--- src/cidec_pkg.sv ---
// package: constants and types of the instruction decoder
package cidec_pkg;
    localparam int PC_W = 21;
    localparam logic [3:0] OP_CLR = 4'h9;
    localparam logic [3:0] OP_SET = 4'h8;
    localparam logic [3:0] OP_FLIP = 4'h7;
    localparam logic [3:0] OP_SKIPLO = 4'hb;
    localparam logic [3:0] OP_SKIPHI = 4'ha;
    localparam logic [3:0] OP_REL = 4'hd;
    localparam logic [3:0] OP_BRGRP = 4'he;
    localparam logic [3:0] OP_OPND = 4'hf;
    localparam logic [3:0] OP_CTL = 4'h0;
    localparam logic [3:0] L_ADD = 4'hf;
    localparam logic [3:0] L_SUB = 4'h8;
    localparam logic [3:0] L_AND = 4'hb;
    localparam logic [3:0] L_OR = 4'h9;
    localparam logic [3:0] L_XOR = 4'ha;
    localparam logic [3:0] L_LOADW = 4'he;
    localparam logic [3:0] L_MUL = 4'hd;
    localparam logic [3:0] L_RETK = 4'hc;
    localparam logic [3:0] L_BANK = 4'h1;
    localparam logic [3:0] L_FIXED = 4'h0;
    localparam logic [3:0] B_JUMP = 4'hf;
    localparam logic [3:0] B_PTR = 4'he;
    localparam logic [2:0] B_CALL = 3'h6;
    localparam logic [7:0] F_STBY = 8'h03;
    localparam logic [7:0] F_WDT = 8'h04;
    localparam logic [7:0] F_PUSH = 8'h05;
    localparam logic [7:0] F_POP = 8'h06;
    localparam logic [7:0] F_DADJ = 8'h07;
    localparam logic [7:0] F_SWRST = 8'hff;
    localparam logic [6:0] F_IRET = 7'h08;
    localparam logic [6:0] F_SRET = 7'h09;
    localparam logic [4:0] F_TBL = 5'h01;
    localparam logic [1:0] TM_POSTINC = 2'h1;
    localparam logic [1:0] TM_POSTDEC = 2'h2;
    localparam logic [1:0] TM_PREINC = 2'h3;
    localparam logic [3:0] BCD_LIM = 4'h9;
    localparam logic [8:0] BCD_LO = 9'h006;
    localparam logic [8:0] BCD_HI = 9'h060;
    localparam logic [7:0] A_CTRL = 8'h00;
    localparam logic [7:0] A_PCNT = 8'h04;
    localparam logic [7:0] A_CORE = 8'h08;
    localparam logic [7:0] A_TBL = 8'h0c;
    localparam logic [7:0] A_PTR01 = 8'h10;
    localparam logic [7:0] A_PTR2 = 8'h14;
    localparam logic [7:0] A_PROD = 8'h18;
    localparam logic RUN_RST = 1'b0;
    typedef struct packed {
        logic neg;
        logic ovf;
        logic zero;
        logic dcarry;
        logic carry;
    } cidec_flags_t;
    localparam cidec_flags_t FLAGS_RST = 5'h00;
    typedef struct packed {
        logic [11:0] addr;
        logic [7:0] wdata;
        logic we;
    } cidec_dreq_t;
    typedef enum logic [2:0] {
        S_EXEC = 3'b000,
        S_FLUSH = 3'b001,
        S_WORD2 = 3'b010,
        S_TABLE_READ_OP = 3'b011,
        S_TABLE_WRITE_OP = 3'b100,
        S_STBY = 3'b101
    } cidec_state_t;
endpackage : cidec_pkg

--- src/cidec_core.sv ---
// instruction decoder and sequencer with ahb-lite register slave
// Overview of operation
// - top nibble picks bit clear, set, flip or skip tests; bit, access, file follow
// - bit skip costs one cycle, two over one word, three over two words
// - conditional branch 1110 0ccc with signed 8-bit offset; one or two cycles
// - relative jump and relative call take two; second cycle is a no-op
// - absolute jump and call are two words; second word holds high target bits
// - a lone second word executes as no-op; consumed only after its first
// - watchdog clear is one cycle, standby holds until WAKE; both update expiry, powerdown flags
// - push, pop, decimal adjust, software reset are single-cycle fixed codes
// - interrupt and subroutine return take two; s restores fast context
// - return with literal loads working register, two cycles, flags untouched
// - literal add, subtract, and, or, xor with their flag updates
// - literal load and literal multiply take one cycle, flags unchanged
// - bank select literal writes low four bank bits in one cycle
// - pointer load is two words forming a 12-bit value into selected pointer
// - table read two cycles, pointer none, post-inc, post-dec, pre-inc
// - table write two cycles plus any wait while TBL_BUSY is high, same four pointer modes
// - a started internal memory write runs until it completes
// - bit modify on the port register reads pin levels, not the latch
// - bit modify of timer zero clears its prescaler when assigned
// - all-zero word and top nibble 1111 run as one-cycle no-op
// - access bit 0 forces access bank, 1 uses bank select register
`timescale 1ns/1ps
module cidec_core #(
    parameter int STK_DEPTH = 31,
    parameter logic [11:0] PORT_ADDR = 12'h081,
    parameter logic [11:0] TIMER_ZERO_ADDR = 12'h056
) (
    input wire logic SYS_CLK,
    input wire logic RST_N,
    input wire logic HSEL,
    input wire logic [31:0] HADDR,
    input wire logic [1:0] HTRANS,
    input wire logic HWRITE,
    input wire logic [2:0] HSIZE,
    input wire logic [31:0] HWDATA,
    input wire logic HREADY,
    output logic [31:0] HRDATA,
    output logic HREADYOUT,
    output logic HRESP,
    output logic [cidec_pkg::PC_W-1:0] PROG_ADDR,
    input wire logic [15:0] PROG_DATA,
    output cidec_pkg::cidec_dreq_t DMEM_REQ,
    input wire logic [7:0] DMEM_RDATA,
    input wire logic [7:0] PORT_PINS,
    input wire logic PRESC_ASSIGNED,
    output logic PRESC_CLR,
    output logic [cidec_pkg::PC_W-1:0] TBL_ADDR,
    output logic TBL_WE,
    output logic [7:0] TBL_WDATA,
    input wire logic [7:0] TBL_RDATA,
    input wire logic TBL_BUSY,
    input wire logic WAKE,
    output logic STANDBY,
    output logic WDT_CLEAR,
    output logic SOFT_RESET,
    output logic [1:0] IRQ_ENABLE
);
    import cidec_pkg::*;
    localparam int SP_W = $clog2(STK_DEPTH + 1);

    cidec_state_t st_reg, st_next;
    logic [PC_W-1:0] program_counter_reg, pc_next, next_addr, br_tgt, rel_tgt, push_val;
    logic [PC_W-1:0] stack_top, tblptr_reg;
    logic [PC_W-1:0] stk_mem [0:STK_DEPTH-1];
    logic [SP_W-1:0] sp_reg;
    logic [15:0] iw, ir_reg, ir_next, prod_reg, prod_next;
    logic [7:0] working_register_reg, w_next, lit, rd_val, bmask, b_op, tablat_reg;
    logic [3:0] bank_select_reg, bsr_next;
    logic [11:0] bit_addr;
    logic [11:0] pointer_reg [0:2];
    logic [16:0] shadow_reg;
    cidec_flags_t flags_reg, fl_next;
    logic [8:0] sum9, dadj1, dadj;
    logic [4:0] h5;
    logic skip_reg, skip_next, run_reg, ex_now, taken, cnd, aov, is_sub;
    logic push, pop, fast_save, fast_rest, wdt_clr, stby, sw_reset, iret;
    logic tbl_go, tbl_wr, ptr_ld, presc_clr, expiry_flag_reg, powerdown_flag_reg;
    logic [1:0] irq_en_reg;
    logic wr_pend_reg;
    logic [7:0] wa_reg;
    logic [31:0] rd_mux, hrdata_reg;
    cidec_dreq_t dreq;

    assign iw = PROG_DATA;
    assign lit = iw[7:0];
    assign next_addr = program_counter_reg + PC_W'(2);
    assign br_tgt = next_addr + PC_W'($signed({iw[7:0], 1'b0}));
    assign rel_tgt = next_addr + PC_W'($signed({iw[10:0], 1'b0}));
    assign stack_top = (sp_reg == '0) ? '0 : stk_mem[sp_reg - 1'b1];
    assign ex_now = (st_reg == S_EXEC) && run_reg && !skip_reg;
    assign bit_addr = iw[8] ? {bank_select_reg, iw[7:0]} : {4'h0, iw[7:0]};
    assign rd_val = (bit_addr == PORT_ADDR) ? PORT_PINS : DMEM_RDATA;
    assign bmask = 8'h01 << iw[11:9];
    assign cnd = (iw[10:9] == 2'b00) ? flags_reg.zero :
                 (iw[10:9] == 2'b01) ? flags_reg.carry :
                 (iw[10:9] == 2'b10) ? flags_reg.ovf : flags_reg.neg;
    assign taken = cnd ^ iw[8];
    assign is_sub = (iw[11:8] == L_SUB);
    assign b_op = is_sub ? ~working_register_reg : working_register_reg;
    assign sum9 = {1'b0, lit} + {1'b0, b_op} + {8'h00, is_sub};
    assign h5 = {1'b0, lit[3:0]} + {1'b0, b_op[3:0]} + {4'h0, is_sub};
    assign aov = (lit[7] == b_op[7]) && (sum9[7] != lit[7]);
    assign dadj1 = {1'b0, working_register_reg} +
                   ((working_register_reg[3:0] > BCD_LIM || flags_reg.dcarry) ? BCD_LO : '0);
    assign dadj = dadj1 + ((dadj1[7:4] > BCD_LIM || flags_reg.carry) ? BCD_HI : '0);

    // decode and sequencing
    always_comb begin
        pc_next = program_counter_reg;
        st_next = st_reg;
        skip_next = skip_reg;
        w_next = working_register_reg;
        fl_next = flags_reg;
        bsr_next = bank_select_reg;
        prod_next = prod_reg;
        ir_next = ir_reg;
        dreq = '0;
        dreq.addr = bit_addr;
        push_val = next_addr;
        {push, pop, fast_save, fast_rest, wdt_clr, stby, sw_reset, iret} = '0;
        {tbl_go, tbl_wr, ptr_ld, presc_clr} = '0;
        unique case (st_reg)
            S_EXEC: if (run_reg) begin
                pc_next = next_addr;
                skip_next = 1'b0;
                if (!skip_reg) begin
                    case (iw[15:12])
                        OP_CLR, OP_SET, OP_FLIP: begin
                            dreq.we = 1'b1;
                            dreq.wdata = (iw[15:12] == OP_CLR) ? (rd_val & ~bmask) :
                                         (iw[15:12] == OP_SET) ? (rd_val | bmask) :
                                         (rd_val ^ bmask);
                            presc_clr = (bit_addr == TIMER_ZERO_ADDR) && PRESC_ASSIGNED;
                        end
                        OP_SKIPLO: skip_next = ~|(rd_val & bmask);
                        OP_SKIPHI: skip_next = |(rd_val & bmask);
                        OP_REL: begin
                            pc_next = rel_tgt;
                            push = iw[11];
                            st_next = S_FLUSH;
                        end
                        OP_BRGRP: begin
                            if (!iw[11]) begin
                                if (taken) begin
                                    pc_next = br_tgt;
                                    st_next = S_FLUSH;
                                end
                            end else if (iw[11:8] == B_JUMP || iw[11:9] == B_CALL ||
                                         (iw[11:8] == B_PTR && iw[7:6] == 2'b00)) begin
                                ir_next = iw;
                                st_next = S_WORD2;
                            end
                        end
                        OP_CTL: begin
                            if (iw[11:8] == L_FIXED) begin
                                case (iw[7:0])
                                    F_STBY: begin
                                        stby = 1'b1;
                                        st_next = S_STBY;
                                    end
                                    F_WDT: wdt_clr = 1'b1;
                                    F_PUSH: push = 1'b1;
                                    F_POP: pop = 1'b1;
                                    F_DADJ: begin
                                        w_next = dadj[7:0];
                                        fl_next.carry = flags_reg.carry | dadj[8];
                                    end
                                    F_SWRST: sw_reset = 1'b1;
                                    default: begin
                                        if (iw[7:1] == F_IRET || iw[7:1] == F_SRET) begin
                                            pc_next = stack_top;
                                            pop = 1'b1;
                                            fast_rest = iw[0];
                                            iret = (iw[7:1] == F_IRET);
                                            st_next = S_FLUSH;
                                        end else if (iw[7:3] == F_TBL) begin
                                            tbl_go = 1'b1;
                                            tbl_wr = iw[2];
                                            st_next = iw[2] ? S_TABLE_WRITE_OP : S_TABLE_READ_OP;
                                        end
                                    end
                                endcase
                            end else begin
                                case (iw[11:8])
                                    L_ADD, L_SUB: begin
                                        w_next = sum9[7:0];
                                        fl_next = '{neg: sum9[7], ovf: aov, zero: sum9[7:0] == 8'h00,
                                                    dcarry: h5[4], carry: sum9[8]};
                                    end
                                    L_AND, L_OR, L_XOR: begin
                                        w_next = (iw[11:8] == L_AND) ? (working_register_reg & lit) :
                                                 (iw[11:8] == L_OR) ? (working_register_reg | lit) :
                                                 (working_register_reg ^ lit);
                                        fl_next.zero = (w_next == 8'h00);
                                        fl_next.neg = w_next[7];
                                    end
                                    L_LOADW: w_next = lit;
                                    L_MUL: prod_next = {8'h00, working_register_reg} * {8'h00, lit};
                                    L_RETK: begin
                                        w_next = lit;
                                        pc_next = stack_top;
                                        pop = 1'b1;
                                        st_next = S_FLUSH;
                                    end
                                    L_BANK: if (iw[7:4] == 4'h0) bsr_next = iw[3:0];
                                    default: ;
                                endcase
                            end
                        end
                        default: ;
                    endcase
                end
            end
            S_FLUSH: st_next = S_EXEC;
            S_WORD2: begin
                pc_next = next_addr;
                st_next = S_EXEC;
                if (ir_reg[11:8] == B_PTR) begin
                    ptr_ld = 1'b1;
                end else begin
                    pc_next = {iw[11:0], ir_reg[7:0], 1'b0};
                    push = (ir_reg[11:9] == B_CALL);
                    fast_save = (ir_reg[11:9] == B_CALL) && ir_reg[8];
                end
            end
            S_TABLE_READ_OP: st_next = S_EXEC;
            S_TABLE_WRITE_OP: if (!TBL_BUSY) st_next = S_EXEC;
            S_STBY: if (WAKE) st_next = S_EXEC;
            default: st_next = S_EXEC;
        endcase
        if (fast_rest) begin
            {w_next, fl_next, bsr_next} = shadow_reg;
        end
    end

    // core state
    always_ff @(posedge SYS_CLK or negedge RST_N) begin
        if (!RST_N) begin
            program_counter_reg <= '0;
            st_reg <= S_EXEC;
            {ir_reg, prod_reg, shadow_reg} <= '0;
            {skip_reg, working_register_reg, bank_select_reg} <= '0;
            flags_reg <= FLAGS_RST;
            {expiry_flag_reg, powerdown_flag_reg} <= 2'b11;
        end else if (sw_reset) begin
            program_counter_reg <= '0;
            st_reg <= S_EXEC;
            {ir_reg, prod_reg, shadow_reg} <= '0;
            {skip_reg, working_register_reg, bank_select_reg} <= '0;
            flags_reg <= FLAGS_RST;
            {expiry_flag_reg, powerdown_flag_reg} <= 2'b11;
        end else begin
            program_counter_reg <= pc_next;
            st_reg <= st_next;
            ir_reg <= ir_next;
            skip_reg <= skip_next;
            working_register_reg <= w_next;
            flags_reg <= fl_next;
            bank_select_reg <= bsr_next;
            prod_reg <= prod_next;
            if (fast_save) shadow_reg <= {working_register_reg, flags_reg, bank_select_reg};
            if (wdt_clr || stby) begin
                expiry_flag_reg <= 1'b1;
                powerdown_flag_reg <= wdt_clr;
            end
        end
    end

    // return stack
    always_ff @(posedge SYS_CLK or negedge RST_N) begin
        if (!RST_N) begin
            sp_reg <= '0;
        end else if (sw_reset) begin
            sp_reg <= '0;
        end else if (push && sp_reg < SP_W'(STK_DEPTH)) begin
            sp_reg <= sp_reg + 1'b1;
        end else if (pop && sp_reg != '0) begin
            sp_reg <= sp_reg - 1'b1;
        end
    end

    always_ff @(posedge SYS_CLK) begin
        if (push && sp_reg < SP_W'(STK_DEPTH)) stk_mem[sp_reg] <= push_val;
    end

    // pointers and table access
    always_ff @(posedge SYS_CLK or negedge RST_N) begin
        if (!RST_N) begin
            pointer_reg <= '{default: '0};
            {tblptr_reg, tablat_reg, TBL_ADDR, TBL_WE, TBL_WDATA} <= '0;
        end else begin
            TBL_WE <= tbl_wr;
            if (ptr_ld && ir_reg[5:4] != 2'b11) pointer_reg[ir_reg[5:4]] <= {ir_reg[3:0], iw[7:0]};
            if (wr_pend_reg && wa_reg == A_TBL) {tablat_reg, tblptr_reg} <= HWDATA[28:0];
            if (st_reg == S_TABLE_READ_OP) tablat_reg <= TBL_RDATA;
            if (tbl_go) begin
                TBL_ADDR <= (iw[1:0] == TM_PREINC) ? tblptr_reg + 1'b1 : tblptr_reg;
                TBL_WDATA <= tablat_reg;
                if (iw[1:0] == TM_POSTINC || iw[1:0] == TM_PREINC) tblptr_reg <= tblptr_reg + 1'b1;
                if (iw[1:0] == TM_POSTDEC) tblptr_reg <= tblptr_reg - 1'b1;
            end
        end
    end

    // interrupt enables and event pulses
    always_ff @(posedge SYS_CLK or negedge RST_N) begin
        if (!RST_N) begin
            {irq_en_reg, WDT_CLEAR, SOFT_RESET} <= '0;
        end else begin
            WDT_CLEAR <= wdt_clr;
            SOFT_RESET <= sw_reset;
            if (sw_reset) irq_en_reg <= '0;
            else if (wr_pend_reg && wa_reg == A_CTRL) irq_en_reg <= HWDATA[2:1];
            if (iret) irq_en_reg[0] <= 1'b1;
        end
    end

    // ahb-lite slave, zero wait states
    always_comb begin
        rd_mux = '0;
        case (HADDR[7:0])
            A_CTRL: rd_mux = {29'h0, irq_en_reg, run_reg};
            A_PCNT: rd_mux = 32'(program_counter_reg);
            A_CORE: rd_mux = {10'h0, expiry_flag_reg, powerdown_flag_reg, bank_select_reg,
                              3'h0, flags_reg, working_register_reg};
            A_TBL: rd_mux = {3'h0, tablat_reg, tblptr_reg};
            A_PTR01: rd_mux = {4'h0, pointer_reg[1], 4'h0, pointer_reg[0]};
            A_PTR2: rd_mux = {20'(sp_reg), pointer_reg[2]};
            A_PROD: rd_mux = {16'h0, prod_reg};
            default: rd_mux = '0;
        endcase
    end

    always_ff @(posedge SYS_CLK or negedge RST_N) begin
        if (!RST_N) begin
            {wr_pend_reg, wa_reg, hrdata_reg} <= '0;
            run_reg <= RUN_RST;
        end else begin
            wr_pend_reg <= HSEL && HTRANS[1] && HREADY && HWRITE;
            if (HSEL && HTRANS[1] && HREADY) begin
                wa_reg <= HADDR[7:0];
                hrdata_reg <= rd_mux;
            end
            if (wr_pend_reg && wa_reg == A_CTRL) run_reg <= HWDATA[0];
        end
    end

    assign HRDATA = hrdata_reg;
    assign HREADYOUT = 1'b1;
    assign HRESP = 1'b0;
    assign PROG_ADDR = program_counter_reg;
    assign DMEM_REQ = dreq;
    assign PRESC_CLR = presc_clr;
    assign STANDBY = (st_reg == S_STBY);
    assign IRQ_ENABLE = irq_en_reg;
endmodule : cidec_core

--- config.mk ---
export PLATFORM = sky130hd
export DESIGN_NAME = cidec_core
export DESIGN_NICKNAME = d
export VERILOG_FILES = /design/src/cidec_pkg.sv /design/src/cidec_core.sv
export SDC_FILE = /design/constraint.sdc
export NUM_CORES = 2
export LEC_CHECK = 0
export BUFFER_PORTS_ARGS = -buffer_cell sky130_fd_sc_hd__buf_2
export CAP_MARGIN = 20
export CELL_PAD_IN_SITES_DETAIL_PLACEMENT = 1
export CELL_PAD_IN_SITES_GLOBAL_PLACEMENT = 1
export CORE_MARGIN = 1
export CORE_UTILIZATION = 51
export DETAILED_ROUTE_END_ITERATION = 8
export PLACE_DENSITY = 0.89
export REMOVE_ABC_BUFFERS = 1
export SYNTH_ARGS = -nofsm -noshare
export SYNTH_HDL_FRONTEND = slang
export SYNTH_SLANG_ARGS = --single-unit
--- constraint.sdc ---
create_clock -name SYS_CLK -period 4.8 [get_ports SYS_CLK]
set_input_delay 0 -clock SYS_CLK [delete_from_list [all_inputs] [get_ports SYS_CLK]]
set_output_delay 0 -clock SYS_CLK [all_outputs]
set_load 0.02 [all_outputs]
==> load_flow_metrics.sql <==
INSERT INTO impl_metrics (metric_group, metric, value, unit) VALUES
('yosys', 'post_synth_inst_count', '3418', ''),
('sta', 'timing_max_transition_violations_final', '0', ''),
('detailed_routing', 'ratio_of_routed_vias_to_standard_cells', '6.91', ''),
('clock_network', 'clkTransAtPathRegs', '0.07', 'ns'),
('global_routing', 'grt_pass1_wl', '240000', 'um'),
('critical_path', 'worst_path_top_cell_family_by_delay', 'adder cells', ''),
('sta', 'worst-slew-pin-transition', '1.29', 'ns'),
('outcome', 'status', 'finished clean', ''),
('global_routing', 'global_route_total_usage_across_every_layer', '0.379', ''),
('critical_path', 'cpPeakStageDelay', '0.54', 'ns'),
('detailed_routing', 'ant_nets', '0', ''),
('min_path', 'hold_path.startpoint', 'PROG_DATA[9]', ''),
('global_routing', 'antenna_violations_before_repair', '1', ''),
('global_routing', 'grt-ovfl-total', '0', ''),
('finish', 'area_growth_syn_to_layout', '15.6', '%'),
('sta', 'final.min_clock_period', '4.64', 'ns'),
('yosys', 'number_of_enable_type_register_cells_in_the_synthesized_netlist', '651', ''),
('yosys', 'synth.cell_area', '43600', 'um2'),
('global_routing', 'grtUsageMet2', '0.622', ''),
('sta', 'timing.final.hold_violations', '0', ''),
('clock_network', 'cts_tree', 'done', ''),
('floorplan', 'core_area', '84100', 'um2'),
('yosys', 'synth_largest_type_area_fraction', '0.448', ''),
('critical_path', 'start_kind', 'flip-flop', ''),
('finish', 'finalNetCount', '4000', ''),
('critical_path', 'cp_data_required_time', '5.39', 'ns'),
('clock_network', 'cts.path.max_buffers', '3', ''),
('finish', 'largest_register_ff_count', '651', ''),
('critical_path', 'rr_endpoint', 'prod_reg[15]', ''),
('yosys', 'biggest_area_consumer_among_synthesized_cells', 'sky130_fd_sc_hd__edfxtp_1', ''),
('yosys', 'leading_post_synthesis_cells_by_cell_area', 'sky130_fd_sc_hd__edfxtp_1 45%, sky130_fd_sc_hd__dfrtp_1 13%, sky130_fd_sc_hd__mux4_2 8.1%', ''),
('clock_network', 'htreeDepth', '3', ''),
('yosys', 'average_instance_area_after_synthesis', '12.8', 'um2'),
('floorplan', 'rows', '106', ''),
('sta', 'timing.final.crit_share', '0.967', ''),
('critical_path', 'critical_path.slowest_cell', 'sky130_fd_sc_hd__fa_1', ''),
('yosys', 'yosysWarnings', '0', ''),
('clock_network', 'cts_root_buf', 'sky130_fd_sc_hd__clkbuf_16', ''),
('floorplan', 'floorplan.initialDensity', '0.519', ''),
('power', 'power.density_cell_area', '547', 'nW/um2'),
('global_routing', 'global_route.usage.met3', '0.0779', ''),
('clock_network', 'numCtsBuffers', '90', ''),
('detailed_routing', 'drt-pass1-iter-count', '8', ''),
('detailed_routing', 'post_drt_wl_per_cell', '33.3', 'um'),
('finish', 'multi_input_comb_area', '17200', 'um2'),
('placement', 'routability_cong', '0.961', ''),
('critical_path', 'critical_path_arrival', '5.23', 'ns'),
('yosys', 'synth-seq-cells', '882', ''),
('critical_path', 'timing.rr.start', 'working_register_reg[4]', ''),
('yosys', 'dominantRegCellSynth', 'sky130_fd_sc_hd__edfxtp_1', ''),
('sta', 'totalNegativeSetupSlack', '0', 'ns'),
('global_routing', 'first_global_vias', '35389', ''),
('detailed_routing', 'via_count', '34029', ''),
('yosys', 'synth.lib_cells_used.distinct', '96', ''),
('clock_network', 'clkLatencyLatePin', '0.71', 'ns'),
('critical_path', 'rr_worst_depth', '20', ''),
('detailed_routing', 'drt-initial-drc-count', '4383', ''),
('yosys', 'async_flop_share', '0.262', ''),
('power', 'leakage_dissipation', '19.5', 'nW'),
('clock_network', 'clock_net_sink_count', '882', ''),
('sta', 'finalSetupViolations', '0', ''),
('min_path', 'hold_depth', '5', ''),
('power', 'irDropWorstVdd', '535', 'uV'),
('placement', 'place_ws', '0.0000568', 'ns'),
('floorplan', 'die_w', '294', 'um'),
('detailed_routing', 'drc', '0', ''),
('critical_path', 'critical_path.max_fanout', '8', ''),
('floorplan', 'floorplan.die_area', '86700', 'um2'),
('finish', 'nFillCells', '8285', ''),
('global_routing', 'grt_util_met1', '0.455', ''),
('run', 'maxCapViolations', '0', '');
==> cell usage in the layout, fill, tap and decap left out, types with 34 or more instances in the layout <==
cell	instances
sky130_fd_sc_hd__inv_1	115
sky130_fd_sc_hd__buf_2	191
sky130_fd_sc_hd__nor2_1	236
sky130_fd_sc_hd__nand2_1	380
sky130_fd_sc_hd__mux2_2	51
sky130_fd_sc_hd__a211oi_1	39
sky130_fd_sc_hd__edfxtp_1	651
sky130_fd_sc_hd__ha_1	123
sky130_fd_sc_hd__nor2_2	34
sky130_fd_sc_hd__mux4_2	157
sky130_fd_sc_hd__a22oi_1	47
sky130_fd_sc_hd__buf_4	153
sky130_fd_sc_hd__a31oi_1	36
sky130_fd_sc_hd__o21ai_0	123
sky130_fd_sc_hd__nor3_1	44
sky130_fd_sc_hd__dfrtp_1	224
sky130_fd_sc_hd__clkbuf_16	91
sky130_fd_sc_hd__xnor2_1	51
sky130_fd_sc_hd__a22o_1	35
sky130_fd_sc_hd__dlygate4sd3_1	67
sky130_fd_sc_hd__fa_1	39
sky130_fd_sc_hd__mux2i_1	63
sky130_fd_sc_hd__nand3_1	103
sky130_fd_sc_hd__xor2_1	40
sky130_fd_sc_hd__a21oi_1	173
==> cell families after synthesis <==
kind of cell | synth area share
DFF | 0.581
and+or+nand+nor | 0.100
AOI/OAI and AO/OA | 0.102
muxes | 0.109
xor gates and xnor gates | 0.0219
adders and majority gates | 0.0538
buffers and inverters | 0.0328
other | 0.000172
==> worst min-delay path: cells and delay by family <==
kind	cells	cell delay [ns]
buffers and inverters	1	0.18
AND/OR/NAND/NOR	2	0.16
AO/OA/AOI/OAI	2	0.32
==> per-stage QoR <==
step           power (mW)  instance area (um2)  instances  utilization
4_1_cts              27.0                50300       4917        0.599
5_1_grt              28.4                50400       4922        0.600
2_1_floorplan        16.1                42700       3200            -
6_report             27.6                50400       4922        0.600
3_5_place_dp         19.7                46800       4688        0.556
3_3_place_gp         19.0                46700       4686        0.556
==> worst max path at each step <==
| stage | startpoint | to | slack, ns | cells after the start |
|---|---|---|---|---|
| after floorplan | sp_reg[0] | PROG_ADDR[5] | -7.30 | 10 |
| after global placement | working_register_reg[4] | prod_reg[14] | 0.29 | 17 |
| after detailed placement | working_register_reg[4] | prod_reg[15] | 0.00006 | 18 |
| after CTS | working_register_reg[5] | prod_reg[15] | 0.02 | 17 |
| after global routing | working_register_reg[4] | prod_reg[15] | -0.05 | 20 |
| final | working_register_reg[4] | prod_reg[15] | 0.16 | 20 |
==> where the power goes <==
group	internal [mW]	total [mW]	switching [mW]
Sequential	8.96	9.38	0.429
Combinational	4.08	11.1	7.02
Clock	3.85	7.09	3.24
==> synthesized netlist by cell type (47+ instances only) <==
cell type and n:
sky130_fd_sc_hd__o21ai_0 125, sky130_fd_sc_hd__nand2_1 380, sky130_fd_sc_hd__nand3_1 104, sky130_fd_sc_hd__inv_1 115, sky130_fd_sc_hd__clkbuf_1 138, sky130_fd_sc_hd__edfxtp_1 651, sky130_fd_sc_hd__xor2_1 47, sky130_fd_sc_hd__mux2_2 51
sky130_fd_sc_hd__nor2_1 270, sky130_fd_sc_hd__xnor2_1 60, sky130_fd_sc_hd__a21oi_1 174, sky130_fd_sc_hd__mux2i_1 63, sky130_fd_sc_hd__mux4_2 157, sky130_fd_sc_hd__dfrtp_1 230, sky130_fd_sc_hd__a22oi_1 47, sky130_fd_sc_hd__ha_1 125
==> per-layer routing <==
layer	vias up	routed length [um]
met5	-	13
met4	2	12500
met3	794	16800
met2	2727	78200
met1	17072	56300
li1	13434	-
==> cell type report <==
type | count | share of cell area
inverter | 123 | 0.00926
clock inverter | 48 | 0.00978
multi-input combinational | 2195 | 0.342
clock buffer | 113 | 0.0470
sequential | 882 | 0.503
tap | 1134 | 0.0281
timing repair buffer | 427 | 0.0614
==> repair_timing <==
item / in CTS / in global routing
hold buffers: 68 / 0
setup buffers: 0 / 5
resized for setup: 1 / 13
setup endpoints to repair: 1 / 4
pin swaps: 0 / 2
hold endpoints to repair: 227 / 0
(Power assumes the default switching activity.)
